--- src/core/clock_mode_pkg.sv ---
// Notes on behaviour
// - Select bits 4:0 valued N give N times reference; zero gives 32 times.
// - Select bit 5 set needs divide set; ratios equal bit5 clear, divide clear.
// - Shared pins act as selects during reset, as flag pins afterwards.
// - Flag input and output on shared pins stop while reset is asserted.
// - Select, bypass and divide levels are captured at reset release.
// - With bypass strapped, select pin levels are ignored.
// - Runtime ratio comes from control select bits only in bypass or loop-down.
// - Control bits drive mode changes, resolved by fixed priorities.
// - Bypass plus power-down and loop-off together enters power-down-all.
// - Power-down-all stops every clock; only the four wake events leave it.
// - Idle stops core clock, maybe peripheral; wake event, or interrupt unless all-halt set, leaves.
// - Multiplier mode only accepts halt, bypass, power-down, half, ratio bits.
// - Any change of a writable bit in multiplier mode forces a transition.
// - Bypass runs clocks from reference; lock counter gates return to multiplier.
// - Bypass writes most bits; half, select, divide only while bypass is one.
// - Control layout: divide 0, off 1, all 2, core 3, ratio 4 ... select 15:9.
// - After reset the unit starts in bypass, core clock from reference.
// - Peripheral clock equals core clock, or half of it with ratio bit set.
// - Leaving bypass waits for lock expiry, then switches to the loop.
package clock_mode_pkg;

    // ==========================================================
    // Register map
    localparam logic [3:0]  CTRL_OFS   = 4'h0;
    localparam logic [3:0]  STATUS_OFS = 4'h1;

    localparam int          BIT_DIVIDE  = 0;
    localparam int          BIT_LOOPOFF = 1;
    localparam int          BIT_ALLHALT = 2;
    localparam int          BIT_CORHALT = 3;
    localparam int          BIT_RATIO   = 4;
    localparam int          BIT_PWRDOWN = 5;
    localparam int          BIT_CLKOUT  = 6;
    localparam int          BIT_HALF    = 7;
    localparam int          BIT_BYPASS  = 8;
    localparam int          SEL_LSB     = 9;
    localparam int          SEL_MSB     = 15;

    // Select value used when bypass is strapped and pins are ignored
    localparam logic [6:0]  SEL_STRAP_BYPASS = 7'h01;

    // Writable masks per mode
    localparam logic [15:0] WMASK_MULT   = 16'h01bc;
    localparam logic [15:0] WMASK_BYPASS = 16'h017e;
    localparam logic [15:0] WMASK_BYP_HI = 16'hfe81;
    localparam logic [15:0] WMASK_PDLOOP = 16'hfefe;

    // Loop lock time in reference cycles
    localparam int          LOCK_W      = 10;
    localparam int          LOCK_CYCLES = 500;

    // ==========================================================
    // Modes
    typedef enum logic [4:0] {
        mode_mult    = 5'b00001,
        mode_bypass  = 5'b00010,
        mode_pd_loop = 5'b00100,
        mode_idle    = 5'b01000,
        mode_pd_all  = 5'b10000
    } clock_mode_e;

    // Core ratio in half steps
    function automatic logic [6:0] core_ratio_x2(input logic [6:0] sel,
                                                 input logic       div);
        logic [6:0] base;
        logic [1:0] sh;
        base = (sel[4:0] == 5'h00) ? 7'h40 : {1'b0, sel[4:0], 1'b0};
        // Bit 5 set with divide set behaves as both clear
        sh   = sel[5] ? {1'b0, sel[6]} : 2'({1'b0, sel[6]} + {1'b0, div});
        core_ratio_x2 = base >> sh;
    endfunction

    function automatic logic [7:0] loop_ratio_x2(input logic [6:0] sel,
                                                 input logic       div);
        loop_ratio_x2 = {1'b0, core_ratio_x2(sel, div)} << sel[6];
    endfunction

endpackage

--- src/core/clock_mode_control.sv ---
`timescale 1ns/100ps
module clock_mode_control
    import clock_mode_pkg::*;
#(
    parameter logic [LOCK_W-1:0] LOCK_COUNT = LOCK_W'(LOCK_CYCLES)
) (
    // Clock and reset
    input  wire logic        ref_clk,
    input  wire logic        rst_n,
    // Register port
    input  wire logic [3:0]  addr,
    input  wire logic [15:0] wdata,
    input  wire logic        wr,
    input  wire logic        rd,
    output logic      [15:0] rdata,
    // Strap pins
    input  wire logic        bypass_pin,
    input  wire logic        input_divide_pin,
    // Shared select and flag pins
    input  wire logic [6:0]  general_flag_pin_i,
    output logic      [6:0]  general_flag_pin_o,
    output logic      [6:0]  general_flag_pin_oe,
    // Flag unit side
    input  wire logic [6:0]  flag_out_data,
    input  wire logic [6:0]  flag_out_oe,
    output logic      [6:0]  flag_in_data,
    // Wake sources
    input  wire logic        flag_wake_event,
    input  wire logic        timer_wake_event_a,
    input  wire logic        timer_wake_event_b,
    input  wire logic        timer_wake_event_c,
    input  wire logic        irq_wake,
    // Clock outputs
    output logic             core_clock_en,
    output logic             peripheral_clock_en,
    output logic             clock_out_en,
    output logic             core_from_loop,
    output logic             loop_power_on,
    output logic      [6:0]  core_ratio,
    output logic      [7:0]  loop_ratio,
    output logic      [4:0]  mode_state
);

    // ==========================================================
    // Synchronisers
    logic [8:0]  strap_s1;
    logic [8:0]  strap_s2;
    logic [3:0]  wake_s1;
    logic [3:0]  wake_s2;

    // No reset here: straps must be sampled while reset is held
    always_ff @(posedge ref_clk) begin
        strap_s1 <= {bypass_pin, input_divide_pin, general_flag_pin_i};
        strap_s2 <= strap_s1;
    end

    always_ff @(posedge ref_clk) begin
        if (!rst_n) begin
            wake_s1 <= 4'h0;
            wake_s2 <= 4'h0;
        end else begin
            wake_s1 <= {timer_wake_event_c, timer_wake_event_b,
                        timer_wake_event_a, flag_wake_event};
            wake_s2 <= wake_s1;
        end
    end

    // ==========================================================
    // State
    clock_mode_e mode;
    clock_mode_e next_mode;
    logic [15:0] ctrl;
    logic [15:0] wmask;
    logic [15:0] next_ctrl;
    logic        ctrl_wr;
    logic        mult_change;
    logic        any_wake;
    logic        idle_wake;
    logic        loop_req_on;
    logic        lock_restart;
    logic        lock_done;
    logic [LOCK_W-1:0] lock_left;
    logic        flags_live;
    logic        half_phase;
    logic        periph_phase;
    logic        rd_q;

    assign ctrl_wr     = wr && (addr == CTRL_OFS);
    assign any_wake    = |wake_s2;
    assign idle_wake   = any_wake || (irq_wake && !ctrl[BIT_ALLHALT]);
    assign loop_req_on = !ctrl[BIT_PWRDOWN] && !ctrl[BIT_LOOPOFF];

    // ==========================================================
    // Write masking per mode
    always_comb begin
        case (mode)
            mode_mult:    wmask = WMASK_MULT;
            mode_bypass:  wmask = ctrl[BIT_BYPASS] ?
                                  (WMASK_BYPASS | WMASK_BYP_HI) :
                                  WMASK_BYPASS;
            mode_pd_loop: wmask = WMASK_PDLOOP;
            default:      wmask = 16'h0000;
        endcase
    end

    assign next_ctrl = (ctrl & ~wmask) | (wdata & wmask);

    // ==========================================================
    // Control register
    always_ff @(posedge ref_clk) begin
        if (!rst_n) begin
            // Loaded every reset cycle; last value is held at release
            ctrl <= 16'h0000;
            ctrl[BIT_BYPASS] <= strap_s2[8];
            ctrl[BIT_DIVIDE] <= strap_s2[7];
            ctrl[SEL_MSB:SEL_LSB] <= strap_s2[8] ? SEL_STRAP_BYPASS
                                                 : strap_s2[6:0];
        end else if (idle_wake && (mode == mode_idle)) begin
            ctrl[BIT_CORHALT] <= 1'b0;
            ctrl[BIT_ALLHALT] <= 1'b0;
        end else if (any_wake && (mode == mode_pd_all)) begin
            ctrl[BIT_CORHALT] <= 1'b0;
            ctrl[BIT_ALLHALT] <= 1'b0;
        end else if (ctrl_wr) begin
            ctrl <= next_ctrl;
        end
    end

    // A changed half or ratio bit in multiplier mode relocks via bypass
    always_ff @(posedge ref_clk) begin
        if (!rst_n) begin
            mult_change <= 1'b0;
        end else begin
            mult_change <= ctrl_wr && (mode == mode_mult) &&
                           (next_ctrl != ctrl);
        end
    end

    // ==========================================================
    // Mode arbitration
    always_comb begin
        next_mode = mode;
        case (mode)
            mode_mult: begin
                if (ctrl[BIT_CORHALT] || ctrl[BIT_ALLHALT]) begin
                    next_mode = mode_idle;
                end else if (ctrl[BIT_PWRDOWN]) begin
                    next_mode = mode_pd_loop;
                end else if (ctrl[BIT_BYPASS] || mult_change) begin
                    next_mode = mode_bypass;
                end
            end
            mode_bypass: begin
                if (ctrl[BIT_PWRDOWN] && ctrl[BIT_LOOPOFF]) begin
                    next_mode = mode_pd_all;
                end else if (ctrl[BIT_CORHALT] || ctrl[BIT_ALLHALT]) begin
                    next_mode = mode_idle;
                end else if (!loop_req_on) begin
                    next_mode = mode_pd_loop;
                end else if (!ctrl[BIT_BYPASS] && lock_done) begin
                    next_mode = mode_mult;
                end
            end
            mode_pd_loop: begin
                if (ctrl[BIT_CORHALT] || ctrl[BIT_ALLHALT]) begin
                    next_mode = mode_pd_all;
                end else if (loop_req_on) begin
                    next_mode = mode_bypass;
                end
            end
            mode_idle: begin
                if (idle_wake) begin
                    next_mode = (ctrl[BIT_BYPASS] || !lock_done) ?
                                mode_bypass : mode_mult;
                end
            end
            mode_pd_all: begin
                if (any_wake) begin
                    next_mode = ctrl[BIT_LOOPOFF] ? mode_bypass
                                                  : mode_pd_loop;
                end
            end
            default: next_mode = mode_bypass;
        endcase
    end

    always_ff @(posedge ref_clk) begin
        if (!rst_n) begin
            mode <= mode_bypass;
        end else begin
            mode <= next_mode;
        end
    end

    // ==========================================================
    // Lock counter
    assign lock_restart = ((mode != mode_bypass) &&
                           (next_mode == mode_bypass) &&
                           (mode != mode_idle)) ||
                          (ctrl_wr && (mode == mode_bypass) &&
                           ((next_ctrl ^ ctrl) & WMASK_BYP_HI) != 16'h0000);

    lock_counter #(
        .LOCK_COUNT (LOCK_COUNT)
    ) u_lock (
        .ref_clk (ref_clk),
        .rst_n   (rst_n),
        .restart (lock_restart),
        .run     (loop_req_on && (mode != mode_pd_all)),
        .done    (lock_done),
        .left    (lock_left)
    );

    // ==========================================================
    // Ratio outputs
    always_ff @(posedge ref_clk) begin
        if (!rst_n) begin
            core_ratio <= 7'h02;
            loop_ratio <= 8'h02;
        end else if ((mode == mode_bypass) || (mode == mode_pd_loop)) begin
            core_ratio <= core_ratio_x2(ctrl[SEL_MSB:SEL_LSB],
                                        ctrl[BIT_DIVIDE]);
            loop_ratio <= loop_ratio_x2(ctrl[SEL_MSB:SEL_LSB],
                                        ctrl[BIT_DIVIDE]);
        end
    end

    // ==========================================================
    // Clock enables
    logic core_run;
    logic periph_run;
    logic core_tick;

    assign core_run   = (mode == mode_mult) || (mode == mode_bypass) ||
                        (mode == mode_pd_loop);
    assign periph_run = core_run ||
                        ((mode == mode_idle) && !ctrl[BIT_ALLHALT]);
    // Bypass half divide thins the reference-rate enable
    assign core_tick  = !ctrl[BIT_HALF] || (mode == mode_mult) || half_phase;

    always_ff @(posedge ref_clk) begin
        if (!rst_n) begin
            half_phase <= 1'b0;
        end else begin
            half_phase <= !half_phase;
        end
    end

    always_ff @(posedge ref_clk) begin
        if (!rst_n) begin
            periph_phase <= 1'b0;
        end else if (core_tick) begin
            periph_phase <= !periph_phase;
        end
    end

    always_ff @(posedge ref_clk) begin
        if (!rst_n) begin
            core_clock_en       <= 1'b0;
            peripheral_clock_en <= 1'b0;
            clock_out_en        <= 1'b0;
        end else begin
            core_clock_en       <= core_run && core_tick;
            peripheral_clock_en <= periph_run && core_tick &&
                                   (!ctrl[BIT_RATIO] || periph_phase);
            clock_out_en        <= ctrl[BIT_CLKOUT] && periph_run &&
                                   core_tick &&
                                   (!ctrl[BIT_RATIO] || periph_phase);
        end
    end

    always_ff @(posedge ref_clk) begin
        if (!rst_n) begin
            core_from_loop <= 1'b0;
            loop_power_on  <= 1'b0;
            mode_state     <= mode_bypass;
        end else begin
            core_from_loop <= (mode == mode_mult);
            loop_power_on  <= loop_req_on && (mode != mode_pd_all) &&
                              (mode != mode_pd_loop);
            mode_state     <= mode;
        end
    end

    // ==========================================================
    // Shared flag pins
    always_ff @(posedge ref_clk) begin
        if (!rst_n) begin
            flags_live          <= 1'b0;
            general_flag_pin_o  <= 7'h00;
            general_flag_pin_oe <= 7'h00;
            flag_in_data        <= 7'h00;
        end else begin
            flags_live          <= 1'b1;
            general_flag_pin_o  <= flags_live ? flag_out_data : 7'h00;
            general_flag_pin_oe <= flags_live ? flag_out_oe : 7'h00;
            flag_in_data        <= flags_live ? strap_s2[6:0] : 7'h00;
        end
    end

    // ==========================================================
    // Read port
    always_ff @(posedge ref_clk) begin
        if (!rst_n) begin
            rd_q  <= 1'b0;
            rdata <= 16'h0000;
        end else begin
            rd_q <= rd;
            if (rd && (addr == CTRL_OFS)) begin
                rdata <= ctrl;
            end else if (rd && (addr == STATUS_OFS)) begin
                rdata <= {lock_done, mode, lock_left};
            end else begin
                rdata <= 16'h0000;
            end
        end
    end

    // ==========================================================
    // Checks
    a_reset_bypass: assert property (@(posedge ref_clk)
        $rose(rst_n) |-> mode == mode_bypass)
        else $error("mode not bypass after reset");

    a_pd_all_prio: assert property (@(posedge ref_clk) disable iff (!rst_n)
        (mode == mode_bypass) && ctrl[BIT_PWRDOWN] && ctrl[BIT_LOOPOFF]
        |=> mode == mode_pd_all)
        else $error("power-down-all not taken first");

    a_pd_all_dark: assert property (@(posedge ref_clk) disable iff (!rst_n)
        (mode == mode_pd_all) ##1 (mode == mode_pd_all)
        |-> !core_clock_en && !peripheral_clock_en)
        else $error("clock running in power-down-all");

    a_pd_all_frozen: assert property (@(posedge ref_clk) disable iff (!rst_n)
        (mode == mode_pd_all) && !any_wake |=> $stable(ctrl))
        else $error("control changed in power-down-all");

    a_mult_mask: assert property (@(posedge ref_clk) disable iff (!rst_n)
        (mode == mode_mult) && ctrl_wr
        |=> ctrl[15:9] == $past(ctrl[15:9]) && ctrl[1:0] == $past(ctrl[1:0]))
        else $error("locked bit written in multiplier mode");

    a_lock_to_mult: assert property (@(posedge ref_clk) disable iff (!rst_n)
        (mode == mode_bypass) && lock_done && (ctrl[8:2] & 7'h4b) == 7'h00
        && !ctrl[BIT_LOOPOFF] |=> mode == mode_mult ##1 core_from_loop)
        else $error("no switch to loop after lock");

    a_flags_quiet: assert property (@(posedge ref_clk)
        $rose(rst_n) |-> general_flag_pin_oe == 7'h00 && flag_in_data == 7'h00)
        else $error("flag pins active in reset");

    a_ratio_six: assert property (@(posedge ref_clk) disable iff (!rst_n)
        (mode == mode_bypass) && ctrl[15:9] == 7'h06 && !ctrl[BIT_DIVIDE]
        |=> core_ratio == 7'h0c)
        else $error("ratio for select six wrong");

    a_read_slot: assert property (@(posedge ref_clk) disable iff (!rst_n)
        !rd_q |-> rdata == 16'h0000)
        else $error("read data outside its cycle");

endmodule

--- src/core/lock_counter.sv ---
`timescale 1ns/100ps
module lock_counter
    import clock_mode_pkg::*;
#(
    parameter logic [LOCK_W-1:0] LOCK_COUNT = LOCK_W'(LOCK_CYCLES)
) (
    // Clock and reset
    input  wire logic              ref_clk,
    input  wire logic              rst_n,
    // Control
    input  wire logic              restart,
    input  wire logic              run,
    // Result
    output logic                   done,
    output logic [LOCK_W-1:0]      left
);

    // ==========================================================
    // Countdown
    always_ff @(posedge ref_clk) begin
        if (!rst_n || restart || !run) begin
            left <= LOCK_COUNT;
        end else if (left != '0) begin
            left <= left - LOCK_W'(1);
        end
    end

    always_ff @(posedge ref_clk) begin
        if (!rst_n || restart || !run) begin
            done <= 1'b0;
        end else begin
            done <= (left == LOCK_W'(1)) || (left == '0);
        end
    end

endmodule

--- config.mk ---
export PLATFORM = sky130hd
export DESIGN_NAME = clock_mode_control
export DESIGN_NICKNAME = d
export VERILOG_FILES = /design/src/core/clock_mode_pkg.sv /design/src/core/clock_mode_control.sv /design/src/core/lock_counter.sv
export SDC_FILE = /design/constraint.sdc
export NUM_CORES = 1
export LEC_CHECK = 0
export ABC_AREA = 0
export BUFFER_PORTS_ARGS = -buffer_cell sky130_fd_sc_hd__clkbuf_2
export CAP_MARGIN = 20
export CORE_MARGIN = 3
export CORE_UTILIZATION = 30
export DETAILED_ROUTE_END_ITERATION = 8
export PLACE_DENSITY_LB_ADDON = 0.05
export SETUP_SLACK_MARGIN = 0.2
export SKIP_CTS_REPAIR_TIMING = 1
export SYNTH_ARGS = -nofsm -noshare
export SYNTH_HDL_FRONTEND = slang
export SYNTH_HIERARCHICAL = 1
export SYNTH_SLANG_ARGS = --single-unit
--- constraint.sdc ---
create_clock -name ref_clk -period 4.8 [get_ports ref_clk]
set_input_delay 0.72 -clock ref_clk [delete_from_list [all_inputs] [get_ports ref_clk]]
set_output_delay 0.72 -clock ref_clk [all_outputs]
set_load 0.1 [all_outputs]
==> results_dict.tcl, run 1 <==
set metrics [dict create \
    tightestPinTransition_ns 0.894 \
    avgViaCountPerCell 4.67 \
    route.vias.total 3921 \
    slew_headroom_pct 40.4 \
    holdPathStages 0 \
    drv_slew 0 \
    yosysMostFrequentCell "dfxtp_1" \
    clkTransAtPathRegs_ns 0.06 \
    hp-start "strap_s1[6]" \
    synth-main-ff-cell "dfxtp_1" \
    period_needed_ns 2.63 \
    max_freq_mhz 381 \
    synthDistinctLibCells 58 \
    rows 46 \
    max_cap_violations 0 \
    syn_avg_cell_area_um2 9.81 \
    root_buffer "clkbuf_16" \
    dpl_cell_area_mm2 0.00571 \
    p_leak_uw 0.00279 \
    grt_use_total_pct 14.9 \
    power.density_mw_per_mm2 450 \
    dp_hpwl_um 9510 \
    cts_sinks 124 \
    fin_skew_ns 0.00974 \
    cts_made_buffers 17 \
    timing.rr.start "ctrl[15]" \
    setup-violations-final 0 \
    finalCritPeriodShare_pct 54.7 \
    status "complete, no violations" \
    final_util_pct 39.0 \
    drt_iter0_markers 256 \
    cp_max_fo 18 \
    critPathLaunchType "register" \
    routedWlPerCell_um 15.7 \
    synth_edf_count 9 \
    grt_overflow_total 0 \
    cts_tree "built" \
    grt_setup_unrepaired "false" \
    arrival_ns 2.94 \
    drt_drc_violations_left 0 \
    netlist_area_mm2 0.00498 \
    ys_seq_elements 124 \
    r2r_cells 7 \
    tns_ns 0 \
    ys_seq_area_share_pct 51.6 \
    crit_type "reg2reg" \
    synth_top_area_share_pct 46.2 \
    path_cells "ha_1 -> mux2i_1 -> buf_4 -> mux4_1 -> a21oi_1 -> o21ai_0 -> o211a_1" \
    final_area_mm2 0.00626 \
    synthTopCellsByCount "115 x dfxtp_1, 42 x nand2_1, 40 x nor2_1, 35 x mux2i_1, 25 x and3_1" \
    die_h_um 135 \
    dr.pass1.iters 4 \
    cpPeakStageDelay_ns 0.78 \
    cp_num_buf_inv 1 \
    worst_skew_pair.late_latency_ns 0.41 \
    wl_um 13200 \
    fp.coreArea_mm2 0.0161 \
    n_fill_cell 1649 \
    ant_nets 0 \
    pin_count 114 \
    async_flop_share_pct 0 \
    antenna-diode-count 0 \
    startpoint "ctrl[15]" \
    ir_drop_v 0.000242 \
    hold_viol_final 0 \
    grt_pass1_vias 3904 \
    antenna_found_initial 0 \
    h-tree-depth 4 \
    placement.io_buffers 113 \
    die_w_um 135 \
    cp_top_family "flip-flops" \
    hp-class "reg2reg" \
    synth_area_leaders "dfxtp_1 46%, mux2i_1 7.0%, edfxtp_1 5.4%" \
    clockBufferDepth 2 \
    r2r-end "loop_ratio[3]" \
    grt_pass1_wl_um 21000 \
    grt_max_degree 49 \
    synthCells 508 \
    syn-num-nets 563 \
    die_area_mm2 0.0182 \
    drive_gt1_share_pct 25.5 \
    place_congestion 0.945 \
    r2r_slack_ns 2.17 \
    crit_required_ns 5.11 \
    synth_top_area_cell "dfxtp_1" \
    end_kind "register" \
    area_growth_pct 25.5 \
    crit_slowest_cell "edfxtp_1" \
    nets 667 \
    yosysWarnings 6 \
    holdPathEnd "strap_s2[6]" \
    start_util_pct 31.0 \
]
## where the power goes
part | switching, uW | internal (uW)
sequential | 57.2 | 1100
combinational | 354 | 136
clock | 477 | 689
total | 888 | 1930
## metrics by stage
step / power, uW / cells / setup WS, ns / hold WS, ns
after floorplan: 1560 / 508 / 2.67 / 0.310
after global placement: 1680 / 809 / 2.22 / 0.315
after detailed placement: 1670 / 809 / 2.14 / 0.312
after CTS: 2860 / 840 / 2.12 / 0.326
after global routing: 2950 / 840 / 1.99 / 0.333
final: 2820 / 840 / 2.17 / 0.325
## metal layers
metal  vias up  share of wire, %  track usage [%]
met2       125                44             22.6
met5         -                 0                0
met1      1791                48             19.7
li1       1987                 -                -
met4         0               1.9             6.56
met3        18               5.8             4.58
## area by class of cell
| type | instances | area, um2 | share of cell area (%) |
|---|---|---|---|
| inverters | 12 | 45.0 | 0.720 |
| well taps | 216 | 270 | 4.32 |
| clock inverters | 12 | 90.1 | 1.44 |
| clock buffers | 19 | 454 | 7.26 |
| flip-flops and latches | 124 | 2570 | 41.1 |
| multi-input cells | 341 | 2240 | 35.7 |
| repair buffers | 116 | 588 | 9.40 |
## cells by family (layout without fill, tap and decap cells)
logic type	Yosys count	count (layout)	share of synthesized area [%]
buf+inv	43	159	3.51
simple gates	195	195	21.1
mux	39	39	8.76
flops	124	124	51.6
compound gates	84	84	10.7
fa+ha+maj	3	3	0.753
xor+xnor	20	20	3.51
## how the worst max path moves through the flow
stage                                to  slack [ns]  depth (start not counted)
after floorplan           loop_ratio[4]        2.67                          6
after global placement    loop_ratio[3]        2.22                          7
after detailed placement  loop_ratio[3]        2.14                          7
after CTS                 loop_ratio[3]        2.12                          7
after global routing      loop_ratio[3]        1.99                          7
final                     loop_ratio[3]        2.17                          7
## flip-flops by register name, summed over array words and instances (netlist names), 4 cells and up
name,cells
rdata,16
wake_s1,4
u_lock/left,10
strap_s2,9
general_flag_pin_o,7
mode,5
ctrl,16
wake_s2,4
flag_in_data,7
loop_ratio,8
mode_state,5
strap_s1,9
core_ratio,7
general_flag_pin_oe,7
## layout by cell type, fill, tap and decap left out, drive strengths merged, types with 17 or more instances in the layout
cell type  Yosys  layout
a21oi         18      18
mux2i         35      35
and2          19      19
clkbuf        24     132
o21ai         24      24
and3          25      25
xnor2         17      17
nor2          40      40
nand2         42      42
dfxtp        115     115
(Power assumes the default switching activity.)
==> run 2, diff against run 1 <==
Clock period 4.8 ns to 2.12 ns, I/O delays scaled along.
==> results_dict.tcl, run 2 (same netlist as run 1, synthesis figures left out) <==
set metrics [dict create \
    grt_setup_unrepaired "true" \
    nets 727 \
    clkTransAtPathRegs_ns 0.06 \
    met1_usage_pct 21.9 \
    die_w_um 135 \
    final.setup.worst_slack_ns -0.201 \
    tightestPinTransition_ns 0.570 \
    setup-violations-final 10 \
    dpl_cell_area_mm2 0.00603 \
    top_usage_layer "met2" \
    fp.coreArea_mm2 0.0161 \
    top_regs "ctrl (16), rdata (16), u_lock/left (10)" \
    drt_iter0_markers 255 \
    dp_hpwl_um 10200 \
    hp-class "in2reg" \
    die_h_um 135 \
    final_area_mm2 0.00693 \
    use_met2_pct 23.8 \
    avgViaCountPerCell 4.74 \
    place_inst 843 \
    final_common_cell "clkbuf_2" \
    p_leak_uw 0.00312 \
    period_needed_ns 2.32 \
    slew_headroom_pct 62.2 \
    cts_made_buffers 17 \
    grt_overflow_total 0 \
    pin_count 114 \
    clockBufferDepth 2 \
    placement.io_buffers 113 \
    end_kind "register" \
    status "finished with violations" \
    ir_drop_v 0.000554 \
    stdcell_count 901 \
    grt_pass1_vias 4220 \
    critPathLaunchType "register" \
    place_ws_ns -0.0701 \
    cp_common_cell "o22ai_2" \
    cts_tree "built" \
    path_cells "or4_4 -> a21oi_4 -> o22ai_2 -> a211oi_2 -> o22ai_2 -> nand3b_1 -> a21oi_2 -> o21ai_1" \
    grtUsageMet3_pct 5.18 \
    crit_type "reg2reg" \
    drt_drc_violations_left 0 \
    dr.pass1.iters 4 \
    violations "negative setup slack" \
    die_area_mm2 0.0182 \
    antenna-diode-count 0 \
    layout_common_cells "113 x clkbuf_2, 112 x dfxtp_1, 45 x buf_4" \
    max_freq_mhz 431 \
    place_congestion 0.943 \
    h-tree-depth 4 \
    grt_use_total_pct 16.1 \
    power.density_mw_per_mm2 984 \
    cp_max_fo 6 \
    drive_gt1_share_pct 35.2 \
    start_util_pct 31.0 \
    route.vias.total 4269 \
    crit_required_ns 2.42 \
    grt_pass1_wl_um 22600 \
    grt_max_degree 24 \
    root_buffer "clkbuf_16" \
    ant_nets 0 \
    area_growth_pct 39.1 \
    fin_skew_ns 0.0121 \
    worst_skew_pair.late_latency_ns 0.42 \
    wl_um 14400 \
    max_cap_violations 0 \
    finalCritPeriodShare_pct 110 \
    rows 46 \
    hold_viol_final 0 \
    drv_slew 0 \
    antenna_found_initial 0 \
    crit_slowest_cell "or4_4" \
    arrival_ns 2.62 \
    cpPeakStageDelay_ns 0.58 \
    routedWlPerCell_um 16.0 \
    cts_sinks 124 \
    p_total_uw 6820 \
]
[run 2: cell types whose count changed in the layout (fill, tap and decap cells not counted), sizes merged]
cell         change
dlygate4sd3      +9
inv              +2
clkinv           -3
bufinv           +2
buf             +51
[run 2: report_power, final]
group | internal (uW) | switching (uW) | leakage, uW | total, uW
Clock | 1770 | 1120 | 0.000280 | 2890
Combinational | 439 | 895 | 0.00180 | 1330
Sequential | 2490 | 100 | 0.00104 | 2590
[run 2: critical path, delay by kind of cell, from the launching register on]
kind             cells  cell delay, ns
AO/OA/AOI/OAI        6            1.02
flip-flops           1            0.30
AND/OR/NAND/NOR      2            0.90
[run 2: final timing paths]
check,startpoint,endpoint,slack [ns],cells after the start
min,timer_wake_event_a,wake_s1[1],0.11,2
min reg2reg,strap_s1[2],strap_s2[2],0.32,0
max,wake_s2[3],u_lock/left[2],-0.20,8
max reg2reg,wake_s2[3],u_lock/left[2],-0.20,8
[run 2: per-stage QoR]
step	hold slack, ns	util (%)	setup TNS, ns
after floorplan	0.310	-	0
after global placement	0.314	37.6	-0.00236
after detailed placement	0.312	37.6	-0.0963
after CTS	-0.0241	41.2	-0.214
after global routing	0.0832	43.2	-1.58
final	0.109	43.2	-0.780
[run 2: routing by layer]
| layer | vias to the layer above | part of all wire [%] |
|---|---|---|
| li1 | 2110 | - |
| met1 | 2008 | 48 |
| met2 | 133 | 44 |
| met3 | 18 | 6.2 |
| met4 | 0 | 1.8 |
| met5 | - | 0 |
[run 2: area by class of cell]
type / instances / area, um2
fill: 1635 / 9130
sequential: 124 / 2580
multi-input combinational: 341 / 2350
timing repair buffer: 176 / 1100
clock buffer: 19 / 443
tap: 216 / 270
clock inverter: 13 / 139
inverter: 12 / 45.0
